**config.mk**
```make
export PLATFORM = sky130hd
export DESIGN_NAME = hpc_port
export DESIGN_NICKNAME = d
export VERILOG_FILES = /design/src/design/hpc_port.v /design/src/design/hpc_strobe.v /design/src/design/hpc_sync.v
export VERILOG_INCLUDE_DIRS = /design/src /design/src/design
export SDC_FILE = /design/constraint.sdc
export NUM_CORES = 1
export LEC_CHECK = 0
export ABC_CLOCK_PERIOD_IN_PS = 4400
export BUFFER_PORTS_ARGS = -buffer_cell sky130_fd_sc_hd__buf_2
export CORE_MARGIN = 1
export CORE_UTILIZATION = 40
export CTS_CLUSTER_DIAMETER = 40
export DETAILED_ROUTE_END_ITERATION = 10
export PLACE_DENSITY = 0.65
export RECOVER_POWER = 50
export SETUP_SLACK_MARGIN = 0.4
export SLEW_MARGIN = 30
export SYNTH_ARGS = -nofsm -noshare
export SYNTH_HDL_FRONTEND = slang
export SYNTH_SLANG_ARGS = --single-unit
```
**constraint.sdc**
```tcl
create_clock -name clk -period 4.4 [get_ports clk]
set_input_delay 0.22 -clock clk [delete_from_list [all_inputs] [get_ports clk]]
set_output_delay 0.22 -clock clk [all_outputs]
set_load 0.005 [all_outputs]
```
**src/design/hpc_consts.vh**
```
// Constants for the host port pin control block.
// Included by the top design file of the block only; definitions only.
`ifndef HPC_CONSTS_VH
`define HPC_CONSTS_VH
// Register select codes from the two control-select pins
`define HPC_SEL_CTRL 2'h0
`define HPC_SEL_DATA_INC 2'h1
`define HPC_SEL_ADDR 2'h2
`define HPC_SEL_DATA 2'h3
// Port control register bits
`define HPC_CTL_DSPINT 2
`define HPC_CTL_HOST_IRQ_BIT_A 3
`define HPC_CTL_HOST_IRQ_BIT_B 4
// Busy time after a host access, in ns, and in cycles at 10 ns
`define HPC_BUSY_NS 20
`define HPC_CLK_NS 10
`define HPC_BUSY_CYC ((`HPC_BUSY_NS + `HPC_CLK_NS - 1) / `HPC_CLK_NS)
// Avalon byte offsets
`define HPC_OFS_STATUS 7'h00
`define HPC_OFS_MASK 7'h04
`define HPC_OFS_HOSTCTL 7'h08
`define HPC_OFS_ADDR 7'h0C
`define HPC_OFS_PINS 7'h10
`define HPC_OFS_MEM 7'h40
// Status and mask bits
`define HPC_ST_DSPINT 0
`define HPC_ST_HWRITE 1
`define HPC_ST_HREAD 2
`define HPC_ST_W 3
// Shared memory behind the data register
`define HPC_MEM_AW 4
`define HPC_MEM_N 16
`endif

```
**src/design/hpc_port.v**
```verilog
// Top of the host port: host pins on one side, Avalon-MM slave for the DSP.
// Assumes all host pins are asynchronous; they are synchronised here.
`timescale 1ns/10ps
`include "hpc_consts.vh"
module hpc_port
(
  // Clock and reset
  input wire clk,
  input wire rst_n,
  // Avalon-MM slave
  input wire [6:0] avs_address,
  input wire avs_read,
  input wire avs_write,
  input wire [31:0] avs_writedata,
  output reg [31:0] avs_readdata,
  output reg avs_waitrequest,
  output reg irq,
  // Host control pins
  input wire reg_select_0,
  input wire reg_select_1,
  input wire addr_strobe_n,
  input wire port_chip_select_n,
  input wire data_strobe_1_n,
  input wire data_strobe_2_n,
  input wire transfer_direction,
  input wire bus_mux_select,
  input wire ext_interface_select,
  input wire float_n,
  input wire port_reset_n,
  // Host data bus
  input wire [15:0] host_data_in,
  output reg [15:0] host_data_out,
  output reg host_data_oe,
  // Host outputs
  output reg port_ready_out,
  output reg port_ready_oe,
  output reg subsys_a_host_irq_n,
  output reg subsys_a_host_irq_oe,
  output reg subsys_b_host_irq_n,
  output reg subsys_b_host_irq_oe,
  output reg subsys_reset_n
);
reg rst_meta_reg;
reg rst_sync_reg;
wire rst_i;
wire [10:0] pin_s;
wire [15:0] data_s;
wire sel0_s, sel1_s, as_s, cs_s, ds1_s, ds2_s, rw_s, mode_s, xio_s, float_s, prst_s;
wire port_en, mux_mode;
wire xfer_active, xfer_start, xfer_end, addr_latch;
reg [15:0] port_control_reg, port_control_next;
reg [15:0] port_address_reg, port_address_next;
reg [15:0] mem_reg [0:`HPC_MEM_N-1];
reg [1:0] sel_reg;
reg [1:0] busy_cnt_reg;
reg [`HPC_ST_W-1:0] status_reg, status_next;
reg [`HPC_ST_W-1:0] mask_reg;
reg [`HPC_ST_W-1:0] ev;
reg [1:0] sel_eff;
reg host_wr, host_rd, ack;
reg [15:0] rd_val;
wire av_go;
wire [31:0] busy_load;

// Reset release through two flops
always @(posedge clk or negedge rst_n)
begin
  if (!rst_n)
  begin
    rst_meta_reg <= 1'b0;
    rst_sync_reg <= 1'b0;
  end
  else
  begin
    rst_meta_reg <= 1'b1;
    rst_sync_reg <= rst_meta_reg;
  end
end
assign rst_i = rst_sync_reg;

hpc_sync #(.W(11)) u_pin_sync
(
  .clk(clk),
  .rst_n(rst_i),
  .d({reg_select_0, reg_select_1, addr_strobe_n, port_chip_select_n, data_strobe_1_n,
      data_strobe_2_n, transfer_direction, bus_mux_select, ext_interface_select, float_n,
      port_reset_n}),
  .q(pin_s)
);
hpc_sync #(.W(16)) u_data_sync
(
  .clk(clk),
  .rst_n(rst_i),
  .d(host_data_in),
  .q(data_s)
);
assign {sel0_s, sel1_s, as_s, cs_s, ds1_s, ds2_s, rw_s, mode_s, xio_s, float_s, prst_s} = pin_s;
// Shared pins belong to the port only in host-port mode and out of port reset
assign port_en = ~xio_s & prst_s;
assign mux_mode = ~mode_s;

hpc_strobe u_strobe
(
  .clk(clk),
  .rst_n(rst_i),
  .cs_n(cs_s),
  .ds1_n(ds1_s),
  .ds2_n(ds2_s),
  .as_n(as_s),
  .enable(port_en),
  .mux_mode(mux_mode),
  .xfer_active(xfer_active),
  .xfer_start(xfer_start),
  .xfer_end(xfer_end),
  .addr_latch(addr_latch)
);

// Register select: non-multiplexed hosts always reach the data register
always @*
begin
  if (mux_mode)
    sel_eff = {sel1_s, sel0_s};
  else
    sel_eff = `HPC_SEL_DATA;
  host_wr = xfer_start & ~rw_s;
  host_rd = xfer_start & rw_s;
end

// Value returned for a host read
always @*
begin
  case (sel_eff)
    `HPC_SEL_CTRL: rd_val = port_control_reg;
    `HPC_SEL_ADDR: rd_val = port_address_reg;
    default: rd_val = mem_reg[port_address_reg[`HPC_MEM_AW-1:0]];
  endcase
end

// Avalon transfer completes in the cycle waitrequest is low
assign av_go = ~avs_waitrequest & (avs_read | avs_write);
assign busy_load = `HPC_BUSY_CYC;

// Control register: host clears irq bits, DSP sets them in multiplexed mode only, DSPINT the reverse, set wins
always @*
begin
  port_control_next = port_control_reg;
  if (host_wr && sel_eff == `HPC_SEL_CTRL)
  begin
    if (data_s[`HPC_CTL_HOST_IRQ_BIT_A])
      port_control_next[`HPC_CTL_HOST_IRQ_BIT_A] = 1'b0;
    if (data_s[`HPC_CTL_HOST_IRQ_BIT_B])
      port_control_next[`HPC_CTL_HOST_IRQ_BIT_B] = 1'b0;
    if (data_s[`HPC_CTL_DSPINT])
      port_control_next[`HPC_CTL_DSPINT] = 1'b1;
  end
  if (av_go && avs_write && avs_address == `HPC_OFS_HOSTCTL)
  begin
    if (avs_writedata[`HPC_CTL_HOST_IRQ_BIT_A])
      port_control_next[`HPC_CTL_HOST_IRQ_BIT_A] = mux_mode;
    if (avs_writedata[`HPC_CTL_HOST_IRQ_BIT_B])
      port_control_next[`HPC_CTL_HOST_IRQ_BIT_B] = mux_mode;
    // A host set in the same cycle beats this clear
    if (avs_writedata[`HPC_CTL_DSPINT] && !ev[`HPC_ST_DSPINT])
      port_control_next[`HPC_CTL_DSPINT] = 1'b0;
  end
  if (!mux_mode)
  begin
    port_control_next[`HPC_CTL_HOST_IRQ_BIT_A] = 1'b0;
    port_control_next[`HPC_CTL_HOST_IRQ_BIT_B] = 1'b0;
  end
end

// Address register: strobe latch, host write, auto increment
always @*
begin
  port_address_next = port_address_reg;
  if (addr_latch)
    port_address_next = data_s;
  else if (host_wr && sel_eff == `HPC_SEL_ADDR)
    port_address_next = data_s;
  else if (xfer_start && sel_eff == `HPC_SEL_DATA_INC)
    port_address_next = port_address_reg + 16'h0001;
end

// Status events; a new event beats a write-one clear
always @*
begin
  ev = {`HPC_ST_W{1'b0}};
  ev[`HPC_ST_DSPINT] = host_wr & (sel_eff == `HPC_SEL_CTRL) & data_s[`HPC_CTL_DSPINT];
  ev[`HPC_ST_HWRITE] = host_wr & (sel_eff[0] == 1'b1);
  ev[`HPC_ST_HREAD] = host_rd & (sel_eff[0] == 1'b1);
  status_next = status_reg;
  if (av_go && avs_write && avs_address == `HPC_OFS_STATUS)
    status_next = status_reg & ~avs_writedata[`HPC_ST_W-1:0];
  status_next = status_next | ev;
end

// Port-side registers; the port reset pin clears control, address and busy count synchronously
always @(posedge clk or negedge rst_i)
begin
  if (!rst_i)
  begin
    port_control_reg <= 16'h0000;
    port_address_reg <= 16'h0000;
    sel_reg <= `HPC_SEL_CTRL;
    busy_cnt_reg <= 2'h0;
    status_reg <= {`HPC_ST_W{1'b0}};
    mask_reg <= {`HPC_ST_W{1'b0}};
    subsys_reset_n <= 1'b0;
  end
  else
  begin
    subsys_reset_n <= prst_s;
    status_reg <= status_next;
    if (av_go && avs_write && avs_address == `HPC_OFS_MASK)
      mask_reg <= avs_writedata[`HPC_ST_W-1:0];
    if (!prst_s)
    begin
      port_control_reg <= 16'h0000;
      port_address_reg <= 16'h0000;
      busy_cnt_reg <= 2'h0;
    end
    else
    begin
      port_control_reg <= port_control_next;
      port_address_reg <= port_address_next;
      if (xfer_start)
        sel_reg <= sel_eff;
      // Ready drops for a short time after each strobe ends
      if (xfer_end)
        busy_cnt_reg <= busy_load[1:0];
      else if (busy_cnt_reg != 2'h0)
        busy_cnt_reg <= busy_cnt_reg - 2'h1;
    end
  end
end

// Shared memory: host write first, DSP write otherwise
always @(posedge clk)
begin
  if (host_wr && sel_eff[0])
    mem_reg[port_address_reg[`HPC_MEM_AW-1:0]] <= data_s;
  else if (av_go && avs_write && avs_address[6] && !avs_address[1] && !avs_address[0])
    mem_reg[avs_address[`HPC_MEM_AW+1:2]] <= avs_writedata[15:0];
end

// Pin drivers; float and interface select override everything
always @(posedge clk or negedge rst_i)
begin
  if (!rst_i)
  begin
    host_data_out <= 16'h0000;
    host_data_oe <= 1'b0;
    port_ready_out <= 1'b0;
    port_ready_oe <= 1'b0;
    subsys_a_host_irq_n <= 1'b1;
    subsys_a_host_irq_oe <= 1'b0;
    subsys_b_host_irq_n <= 1'b1;
    subsys_b_host_irq_oe <= 1'b0;
  end
  else
  begin
    if (host_rd)
      host_data_out <= rd_val;
    // Data held out only while the read strobe stays active
    host_data_oe <= float_s & port_en & (xfer_start | (xfer_active & ~xfer_end)) & rw_s
      & (host_rd | host_data_oe);
    // Ready drops in the cycle the strobe is seen, so it never overlaps read data
    port_ready_out <= ~(xfer_start | xfer_active) & (busy_cnt_reg == 2'h0) & ~xfer_end;
    port_ready_oe <= float_s & port_en;
    subsys_a_host_irq_n <= ~port_control_next[`HPC_CTL_HOST_IRQ_BIT_A];
    subsys_b_host_irq_n <= ~port_control_next[`HPC_CTL_HOST_IRQ_BIT_B];
    subsys_a_host_irq_oe <= float_s & port_en & mux_mode;
    subsys_b_host_irq_oe <= float_s & port_en & mux_mode;
  end
end

// Avalon slave: one wait cycle per request, answer registered
always @(posedge clk or negedge rst_i)
begin
  if (!rst_i)
  begin
    avs_waitrequest <= 1'b1;
    avs_readdata <= 32'h00000000;
    irq <= 1'b0;
  end
  else
  begin
    avs_waitrequest <= ~((avs_read | avs_write) & avs_waitrequest);
    irq <= |(status_next & mask_reg);
    if ((avs_read | avs_write) && avs_waitrequest)
    begin
      avs_readdata <= 32'h00000000;
      if (avs_read)
      begin
        if (avs_address[6])
          avs_readdata <= {16'h0000, mem_reg[avs_address[`HPC_MEM_AW+1:2]]};
        else
        begin
          case (avs_address)
            `HPC_OFS_STATUS: avs_readdata <= {29'h00000000, status_reg};
            `HPC_OFS_MASK: avs_readdata <= {29'h00000000, mask_reg};
            `HPC_OFS_HOSTCTL: avs_readdata <= {16'h0000, port_control_reg};
            `HPC_OFS_ADDR: avs_readdata <= {16'h0000, port_address_reg};
            `HPC_OFS_PINS: avs_readdata <= {26'h0000000, sel_reg, float_s, xio_s, mode_s, prst_s};
            default: avs_readdata <= 32'h00000000;
          endcase
        end
      end
    end
  end
end
endmodule // hpc_port

```
**src/design/hpc_strobe.v**
```verilog
// Forms the internal transfer strobe from synchronised host pins.
// Assumes its inputs already passed a synchroniser.
`timescale 1ns/10ps
module hpc_strobe
(
  // Clock and reset
  input wire clk,
  input wire rst_n,
  // Synchronised host pins
  input wire cs_n,
  input wire ds1_n,
  input wire ds2_n,
  input wire as_n,
  input wire enable,
  input wire mux_mode,
  // Events
  output reg xfer_active,
  output wire xfer_start,
  output wire xfer_end,
  output wire addr_latch
);
reg act_prev_reg;
reg as_prev_reg;
wire act_now;
// Exactly one strobe low, gated by chip select; both low is no transfer
assign act_now = enable & ~cs_n & (ds1_n ^ ds2_n);
always @(posedge clk or negedge rst_n)
begin
  if (!rst_n)
  begin
    act_prev_reg <= 1'b0;
    as_prev_reg <= 1'b1;
    xfer_active <= 1'b0;
  end
  else
  begin
    act_prev_reg <= act_now;
    as_prev_reg <= as_n;
    xfer_active <= act_now;
  end
end
assign xfer_start = act_now & ~act_prev_reg;
assign xfer_end = ~act_now & act_prev_reg;
// Strobe only counts in multiplexed mode
assign addr_latch = enable & mux_mode & ~as_n & as_prev_reg;
endmodule // hpc_strobe

```
**src/design/hpc_sync.v**
```verilog
// Two-flop synchroniser for a bus of independent levels.
// Assumes each bit is a slow level; no word coherence is promised.
`timescale 1ns/10ps
module hpc_sync #(parameter W = 1)
(
  // Clock and reset
  input wire clk,
  input wire rst_n,
  // Levels
  input wire [W-1:0] d,
  output reg [W-1:0] q
);
reg [W-1:0] meta_reg;
always @(posedge clk or negedge rst_n)
begin
  if (!rst_n)
  begin
    meta_reg <= {W{1'b1}};
    q <= {W{1'b1}};
  end
  else
  begin
    meta_reg <= d;
    q <= meta_reg;
  end
end
endmodule // hpc_sync
```
==> flow_metrics.py, run 1 <==
metrics = {
    "critical_path": {
        "cp_max_fo": 17,
        "worstPathCellList": "or3b_1 > nor4_4 > a21boi_0 > buf_4 > mux2_2 > nor2_2 > buf_4",
        "critical_path_class": "register to register",
        "rr_endpoint": "mem_reg[15][4]",
        "cp.depth": 7,
        "slowest_delay_ps": 530,
        "path_buf_inv": 2,
        "crit_family": "simple AND/OR/NAND/NOR gates",
        "crit_path_top_delay_cell": "dfstp_2",
        "critPathLaunchType": "register",
        "r2r-start": "u_pin_sync.q[0]",
        "worstPathRequired_ps": 4650,
        "end_kind": "register",
        "crit_end": "mem_reg[15][4]",
        "r2r_slack_ps": 690,
        "arrival_ps": 3960,
        "path_common_cell": "buf_4",
        "critPathLaunch": "u_pin_sync.q[0]",
        "r2r_cells": 7,
    },
    "clock_network": {
        "clk_pin_slew_ps": 60,
        "cts_setup_buffers": 0,
        "hold_buffers": 35,
        "clk_latency_ps": 570,
        "cts_resized": 0,
        "htree_levels": 2,
        "cts_buffer_depth": 3,
        "cts_root_buf": "clkbuf_16",
        "clock-sinks": 384,
        "cts_made_buffers": 49,
        "cts_tree": "done",
    },
    "logic_synthesis": {
        "synth_common_cells": "edfxtp_1, mux4_2, mux2i_1",
        "synth.distinct_cells": 66,
        "synthXorXnorAreaFrac_pct": 0.707,
        "synth_top_family_by_area": "multiplexers",
        "synthArstFlopShare_pct": 33.3,
        "ys_seq_elements": 384,
        "synth_fa_ha_area_share_pct": 0.144,
        "syn_avg_cell_area_um2": 16.0,
        "synth_most_common_cell": "edfxtp_1",
        "synthSimpleGateAreaFrac_pct": 5.77,
        "syn_area_um2": 17300,
        "ys.flop_type": "edfxtp_1",
        "synth_top_cell_by_area": "edfxtp_1",
        "synthMuxAreaShare_pct": 19.8,
        "yosys.area.top_type_share_pct": 44.3,
        "yosysSeqAreaShare_pct": 63.2,
        "synth_compound_area_share_pct": 7.56,
        "synth_edf_count": 256,
        "yosysWarnings": 0,
        "synth_area_leaders": "edfxtp_1, mux4_2, dfrtp_1, dfstp_2, mux2i_1",
        "synthCells": 1085,
    },
    "global_route": {
        "grt_use_total_pct": 22.0,
        "grt_pass1_vias": 11000,
        "grt_pass1_wl_um": 71100,
        "grt_max_degree": 68,
        "overflow": 0,
        "antenna_found_initial": 0,
    },
    "cells_and_area": {
        "syn_to_final_growth_pct": 17.5,
        "drive_gt1_share_pct": 30.5,
        "num-fill-cells": 3578,
        "largest_register_ffs": 256,
        "antenna-diode-count": 0,
        "final_nets": 1304,
    },
    "route": {
        "viasPerCell": 5.89,
        "first_pass_iters": 5,
        "drcViolationCount": 0,
        "wl_um": 48000,
        "detail-route-antenna-nets": 0,
        "drtIter0Drc": 1269,
        "via_count": 10900,
        "wl_per_cell_um": 26.0,
    },
    "timing": {
        "period_share_pct": 84.3,
        "setup_slack_ps": 690,
        "setup_violations": 0,
        "relSlewSlack_pct": -65.7,
        "period_needed_ps": 3710,
        "worst_slew_pin_slew_ps": 2480,
        "hold_viol": 0,
        "grt_setup_unrepaired": "no",
        "timing.fmax_mhz": 270,
        "tns_ps": 0,
        "slew_violations": 100,
        "skew_ps": 14.1,
    },
    "pwr": {
        "p_int_mw": 6.54,
        "combPwrFrac_pct": 7.6,
        "ir_drop_uv": 254,
        "clkPwrFrac_pct": 44.5,
        "powerDensity_nw_per_um2": 423,
        "p_leak_nw": 6.99,
        "netSwitchingFraction_pct": 24.1,
        "power.switching_mw": 2.08,
        "p_seq_share_pct": 47.9,
    },
    "floorplanning": {
        "initial_utilization_pct": 41.0,
        "core_area_um2": 42300,
        "dieArea_um2": 44200,
        "rows": 75,
        "pin_count": 128,
        "die_w_um": 210,
        "die_h_um": 210,
    },
    "hold_path": {
        "worstHoldPathType": "input pin to register",
    },
    "placed_design": {
        "dp_hpwl_um": 32300,
        "port_buffers": 95,
        "gp_congestion": 0.880,
        "place_ws_ps": 970,
    },
    "outcome": {
        "outcome": "finished, violations left",
        "violations": "max-capacitance violations, max-slew violations",
    },
    "job": {
        "maxCapViolCount": 3,
    },
}
cell usage in the layout, fill, tap and decap left out, types with 5 or more instances in the layout:
master and n:
edfxtp_1 256, mux4_2 98, mux2i_1 88, buf_2 75, dfrtp_1 68, dfstp_2 54, clkbuf_16 49, nand2_1 40
nor2_1 36, a21oi_1 35, dlygate4sd3_1 35, clkbuf_1 32, buf_4 31, o21ai_0 30, a22oi_1 24, mux2_2 21
nand3_1 19, conb_1 17, a31oi_1 15, a221o_1 14, nor2_2 14, a221oi_1 13, xnor2_1 13, a22o_1 12
nand4_1 12, nor2b_1 12, o22ai_1 12, inv_6 10, a32o_1 9, mux2_1 9, and3_1 8, inv_1 6
and2_1 6, nor4_1 5, clkinv_1 5, o31ai_1 5
power by group through the flow:
stage	clock network (mW)	registers [mW]	logic [mW]
floorplan	0	4.16	0.385
global placement	0	4.21	0.613
detailed placement	0	4.20	0.626
CTS	3.88	4.14	0.654
global route	4.02	4.14	0.708
finish	3.83	4.13	0.653
worst min-delay path by stage:
stage | start | to | slack (ps) | cells after the start
after floorplan | rst_n | rst_i | -80 | 0
after global placement | rst_n | rst_meta_reg | 4 | 1
after detailed placement | rst_n | rst_meta_reg | 7 | 1
after CTS | avs_writedata[3] | port_control_reg[3] | 20 | 3
after global routing | avs_writedata[3] | port_control_reg[3] | 80 | 3
final | avs_writedata[3] | port_control_reg[3] | 40 | 3
cell families after synthesis:
kind of cell             after synthesis
AND/OR/NAND/NOR                      188
AO/OA/AOI/OAI                        187
multiplexers                         216
XOR/XNOR                              14
buffers and inverters                 92
other                                  2
adder cells (fa/ha/maj)                2
flip-flops                           384
metrics by stage:
stage / power, mW / hold WS, ps / instances / utilization, % / area, µm²
finish: 8.61 / 40.6 / 1847 / 48.1 / 20400
global route: 8.87 / 84.0 / 1847 / 48.1 / 20400
CTS: 8.67 / 22.5 / 1846 / 48.2 / 20400
detailed placement: 4.83 / 6.95 / 1722 / 43.7 / 18500
global placement: 4.82 / 4.41 / 1721 / 43.6 / 18500
floorplan: 4.54 / -75.6 / 1100 / - / 17400
worst reg2reg max path: cells and delay by family (launching register included):
kind | cells | cell delay [ps]
flops | 1 | 530
mux | 1 | 370
compound gates | 1 | 390
simple gates | 3 | 1430
buf+inv | 2 | 670
per-layer routing:
layer | wire (µm) | track usage [%]
met5 | 0 | 0
met4 | 1100 | 6.32
met3 | 4460 | 5.14
met2 | 22500 | 34.6
met1 | 20000 | 30.6
layout make-up:
class,instances,area [µm²],share of cell area (%)
inverters,7,26.3,0.129
well taps,577,722,3.55
clock inverters,30,274,1.35
flip-flops and latches,384,11000,53.9
clock buffers,59,1280,6.30
repair buffers,166,1080,5.28
multi-input cells,624,6010,29.5
Note: power is estimated with default switching activity, not from simulation.
==> run 2: changes to the inputs <==
--- a/config.mk
+++ b/config.mk
@@ -6,13 +6,13 @@
 export SDC_FILE = /design/constraint.sdc
 export NUM_CORES = 1
 export LEC_CHECK = 0
-export ABC_CLOCK_PERIOD_IN_PS = 4400
+export ABC_CLOCK_PERIOD_IN_PS = 3300
 export BUFFER_PORTS_ARGS = -buffer_cell sky130_fd_sc_hd__buf_2
 export CORE_MARGIN = 1
 export CORE_UTILIZATION = 40
 export CTS_CLUSTER_DIAMETER = 40
 export DETAILED_ROUTE_END_ITERATION = 10
-export PLACE_DENSITY = 0.65
+export PLACE_DENSITY = 0.67
 export RECOVER_POWER = 50
 export SETUP_SLACK_MARGIN = 0.4
 export SLEW_MARGIN = 30
==> constraint.sdc (replaced) <==
create_clock -name clk -period 3.3 [get_ports clk]
set_input_delay 0.165 -clock clk [delete_from_list [all_inputs] [get_ports clk]]
set_output_delay 0.165 -clock clk [all_outputs]
set_load 0.005 [all_outputs]
==> flow_metrics.py, run 2 (same netlist as run 1, synthesis figures left out) <==
metrics = {
    "pwr": {
        "ir_drop_uv": 450,
        "p_leak_nw": 7.09,
        "powerDensity_nw_per_um2": 561,
        "finalPower_mw": 11.5,
    },
    "route": {
        "wl_per_cell_um": 26.8,
        "detail-route-antenna-nets": 0,
        "viasPerCell": 5.94,
        "first_pass_iters": 7,
        "drtIter0Drc": 1244,
        "drcViolationCount": 0,
        "via_count": 11100,
        "wl_um": 50100,
    },
    "hold_path": {
        "hp-start": "avs_read",
        "min_path_cells": 3,
        "worstHoldPathType": "input pin to register",
    },
    "floorplanning": {
        "pin_count": 128,
        "rows": 75,
        "dieArea_um2": 44200,
        "initial_utilization_pct": 41.0,
        "core_area_um2": 42300,
        "die_h_um": 210,
        "die_w_um": 210,
    },
    "timing": {
        "slew_violations": 38,
        "relSlewSlack_pct": -16.7,
        "hold_viol": 0,
        "setup_slack_ps": 309,
        "setup_violations": 0,
        "skew_ps": 15.0,
        "timing.fmax_mhz": 334,
        "worst_slew_pin_slew_ps": 1750,
        "period_share_pct": 90.6,
        "tns_ps": 0,
        "period_needed_ps": 2990,
        "grt_setup_unrepaired": "yes",
    },
    "clock_network": {
        "cts_tree": "done",
        "cts_made_buffers": 46,
        "htree_levels": 2,
        "clk_pin_slew_ps": 60,
        "cts_root_buf": "clkbuf_16",
        "cts_setup_buffers": 0,
        "cts_buffer_depth": 3,
        "clk_latency_ps": 560,
        "clock-sinks": 384,
    },
    "global_route": {
        "grt_use_met2_pct": 37.2,
        "grt_pass1_vias": 11400,
        "use_met1_pct": 29.6,
        "grt_use_total_pct": 23.1,
        "grt_pass1_wl_um": 73800,
        "grtUsageMet3_pct": 5.84,
        "antenna_found_initial": 1,
        "grt_max_degree": 65,
        "overflow": 0,
        "grt.busiest_layer": "met2",
    },
    "cells_and_area": {
        "fin_cells": 1871,
        "final_cell_mix": "edfxtp_1, mux4_2, mux2i_1, dfrtp_1, buf_2",
        "design_area_um2": 20500,
        "final_nets": 1329,
        "largest_register_ffs": 256,
        "regArea_um2": 11000,
        "drive_gt1_share_pct": 29.9,
        "num-fill-cells": 3509,
        "final_common_cell": "edfxtp_1",
        "antenna-diode-count": 0,
        "multi_input_area_um2": 5960,
        "syn_to_final_growth_pct": 18.3,
    },
    "placed_design": {
        "dp_hpwl_um": 32400,
        "place_ws_ps": 444,
        "placed_cells": 1752,
        "port_buffers": 95,
        "gp_congestion": 0.877,
        "place_area_um2": 18700,
    },
    "critical_path": {
        "r2r_cells": 7,
        "end_kind": "register",
        "worstPathRequired_ps": 3490,
        "critical_path_class": "register to register",
        "r2r-start": "u_pin_sync.q[0]",
        "cp_max_fo": 6,
        "critPathLaunch": "u_pin_sync.q[0]",
        "arrival_ps": 3180,
        "critPathLaunchType": "register",
    },
    "outcome": {
        "outcome": "finished, violations left",
        "violations": "max-capacitance violations, max-slew violations",
    },
    "job": {
        "maxCapViolCount": 1,
    },
}
==> run 2: changes by cell type in the layout (fill, tap and decap cells not counted), sizes merged <==
cell,before,now
clkbuf,83,97
clkinvlp,3,4
inv,18,15
bufinv,2,3
dlygate4sd3,35,34
clkinv,14,15
buf,107,118
==> run 2: path summary, 6_finish.rpt <==
path                                     end  slack [ps]
setup / recovery              mem_reg[15][1]         310
hold / removal               avs_readdata[2]         170
setup reg to reg              mem_reg[15][1]         310
hold reg to reg                        rst_i         350
max in group asynchronous  host_data_out[13]         720
min in group asynchronous              rst_i         450
==> run 2: layer usage <==
| layer | part of all wire (%) | vias up |
|---|---|---|
| met5 | 0.026 | - |
| met3 | 9.9 | 130 |
| met1 | 38 | 5709 |
| met4 | 4.0 | 2 |
| li1 | - | 4676 |
| met2 | 48 | 589 |
==> run 2: critical path, stage by stage (launching register included) <==
cell and delay (ps):
dfstp_2 520, or3b_1 480, nor4_4 260, nand2_1 120, clkbuf_1 180, mux2_1 390, nor2_1 150, clkbuf_1 510
==> run 2: report_power, final <==
part           switching (mW)  total [mW]  internal [mW]  leakage (nW)
clock                    2.08        5.12           3.05         0.759
combinational           0.498       0.881          0.382          2.52
sequential              0.150        5.50           5.35          3.81
==> run 2: timing repair <==
item,4_1_cts,5_1_grt
endpoints found under the hold margin,39,0
setup endpoints to repair,0,17
hold buffers,34,0
gates resized for setup,0,2
==> run 2: final cells by class <==
cell class	count	share of cell area, %
multi-input combinational	624	29.1
tap	577	3.52
inverter	7	0.128
clock buffer	55	6.24
timing repair buffer	194	6.18
sequential	384	53.5
clock inverter	30	1.39
==> run 2: per-stage QoR <==
step           hold slack, ps  util, %
6_report                  175     48.5
5_1_grt                   204     48.5
4_1_cts                  86.2     48.7
3_5_place_dp            -49.6     44.2
3_3_place_gp            -49.6     44.2
2_1_floorplan            -131        -
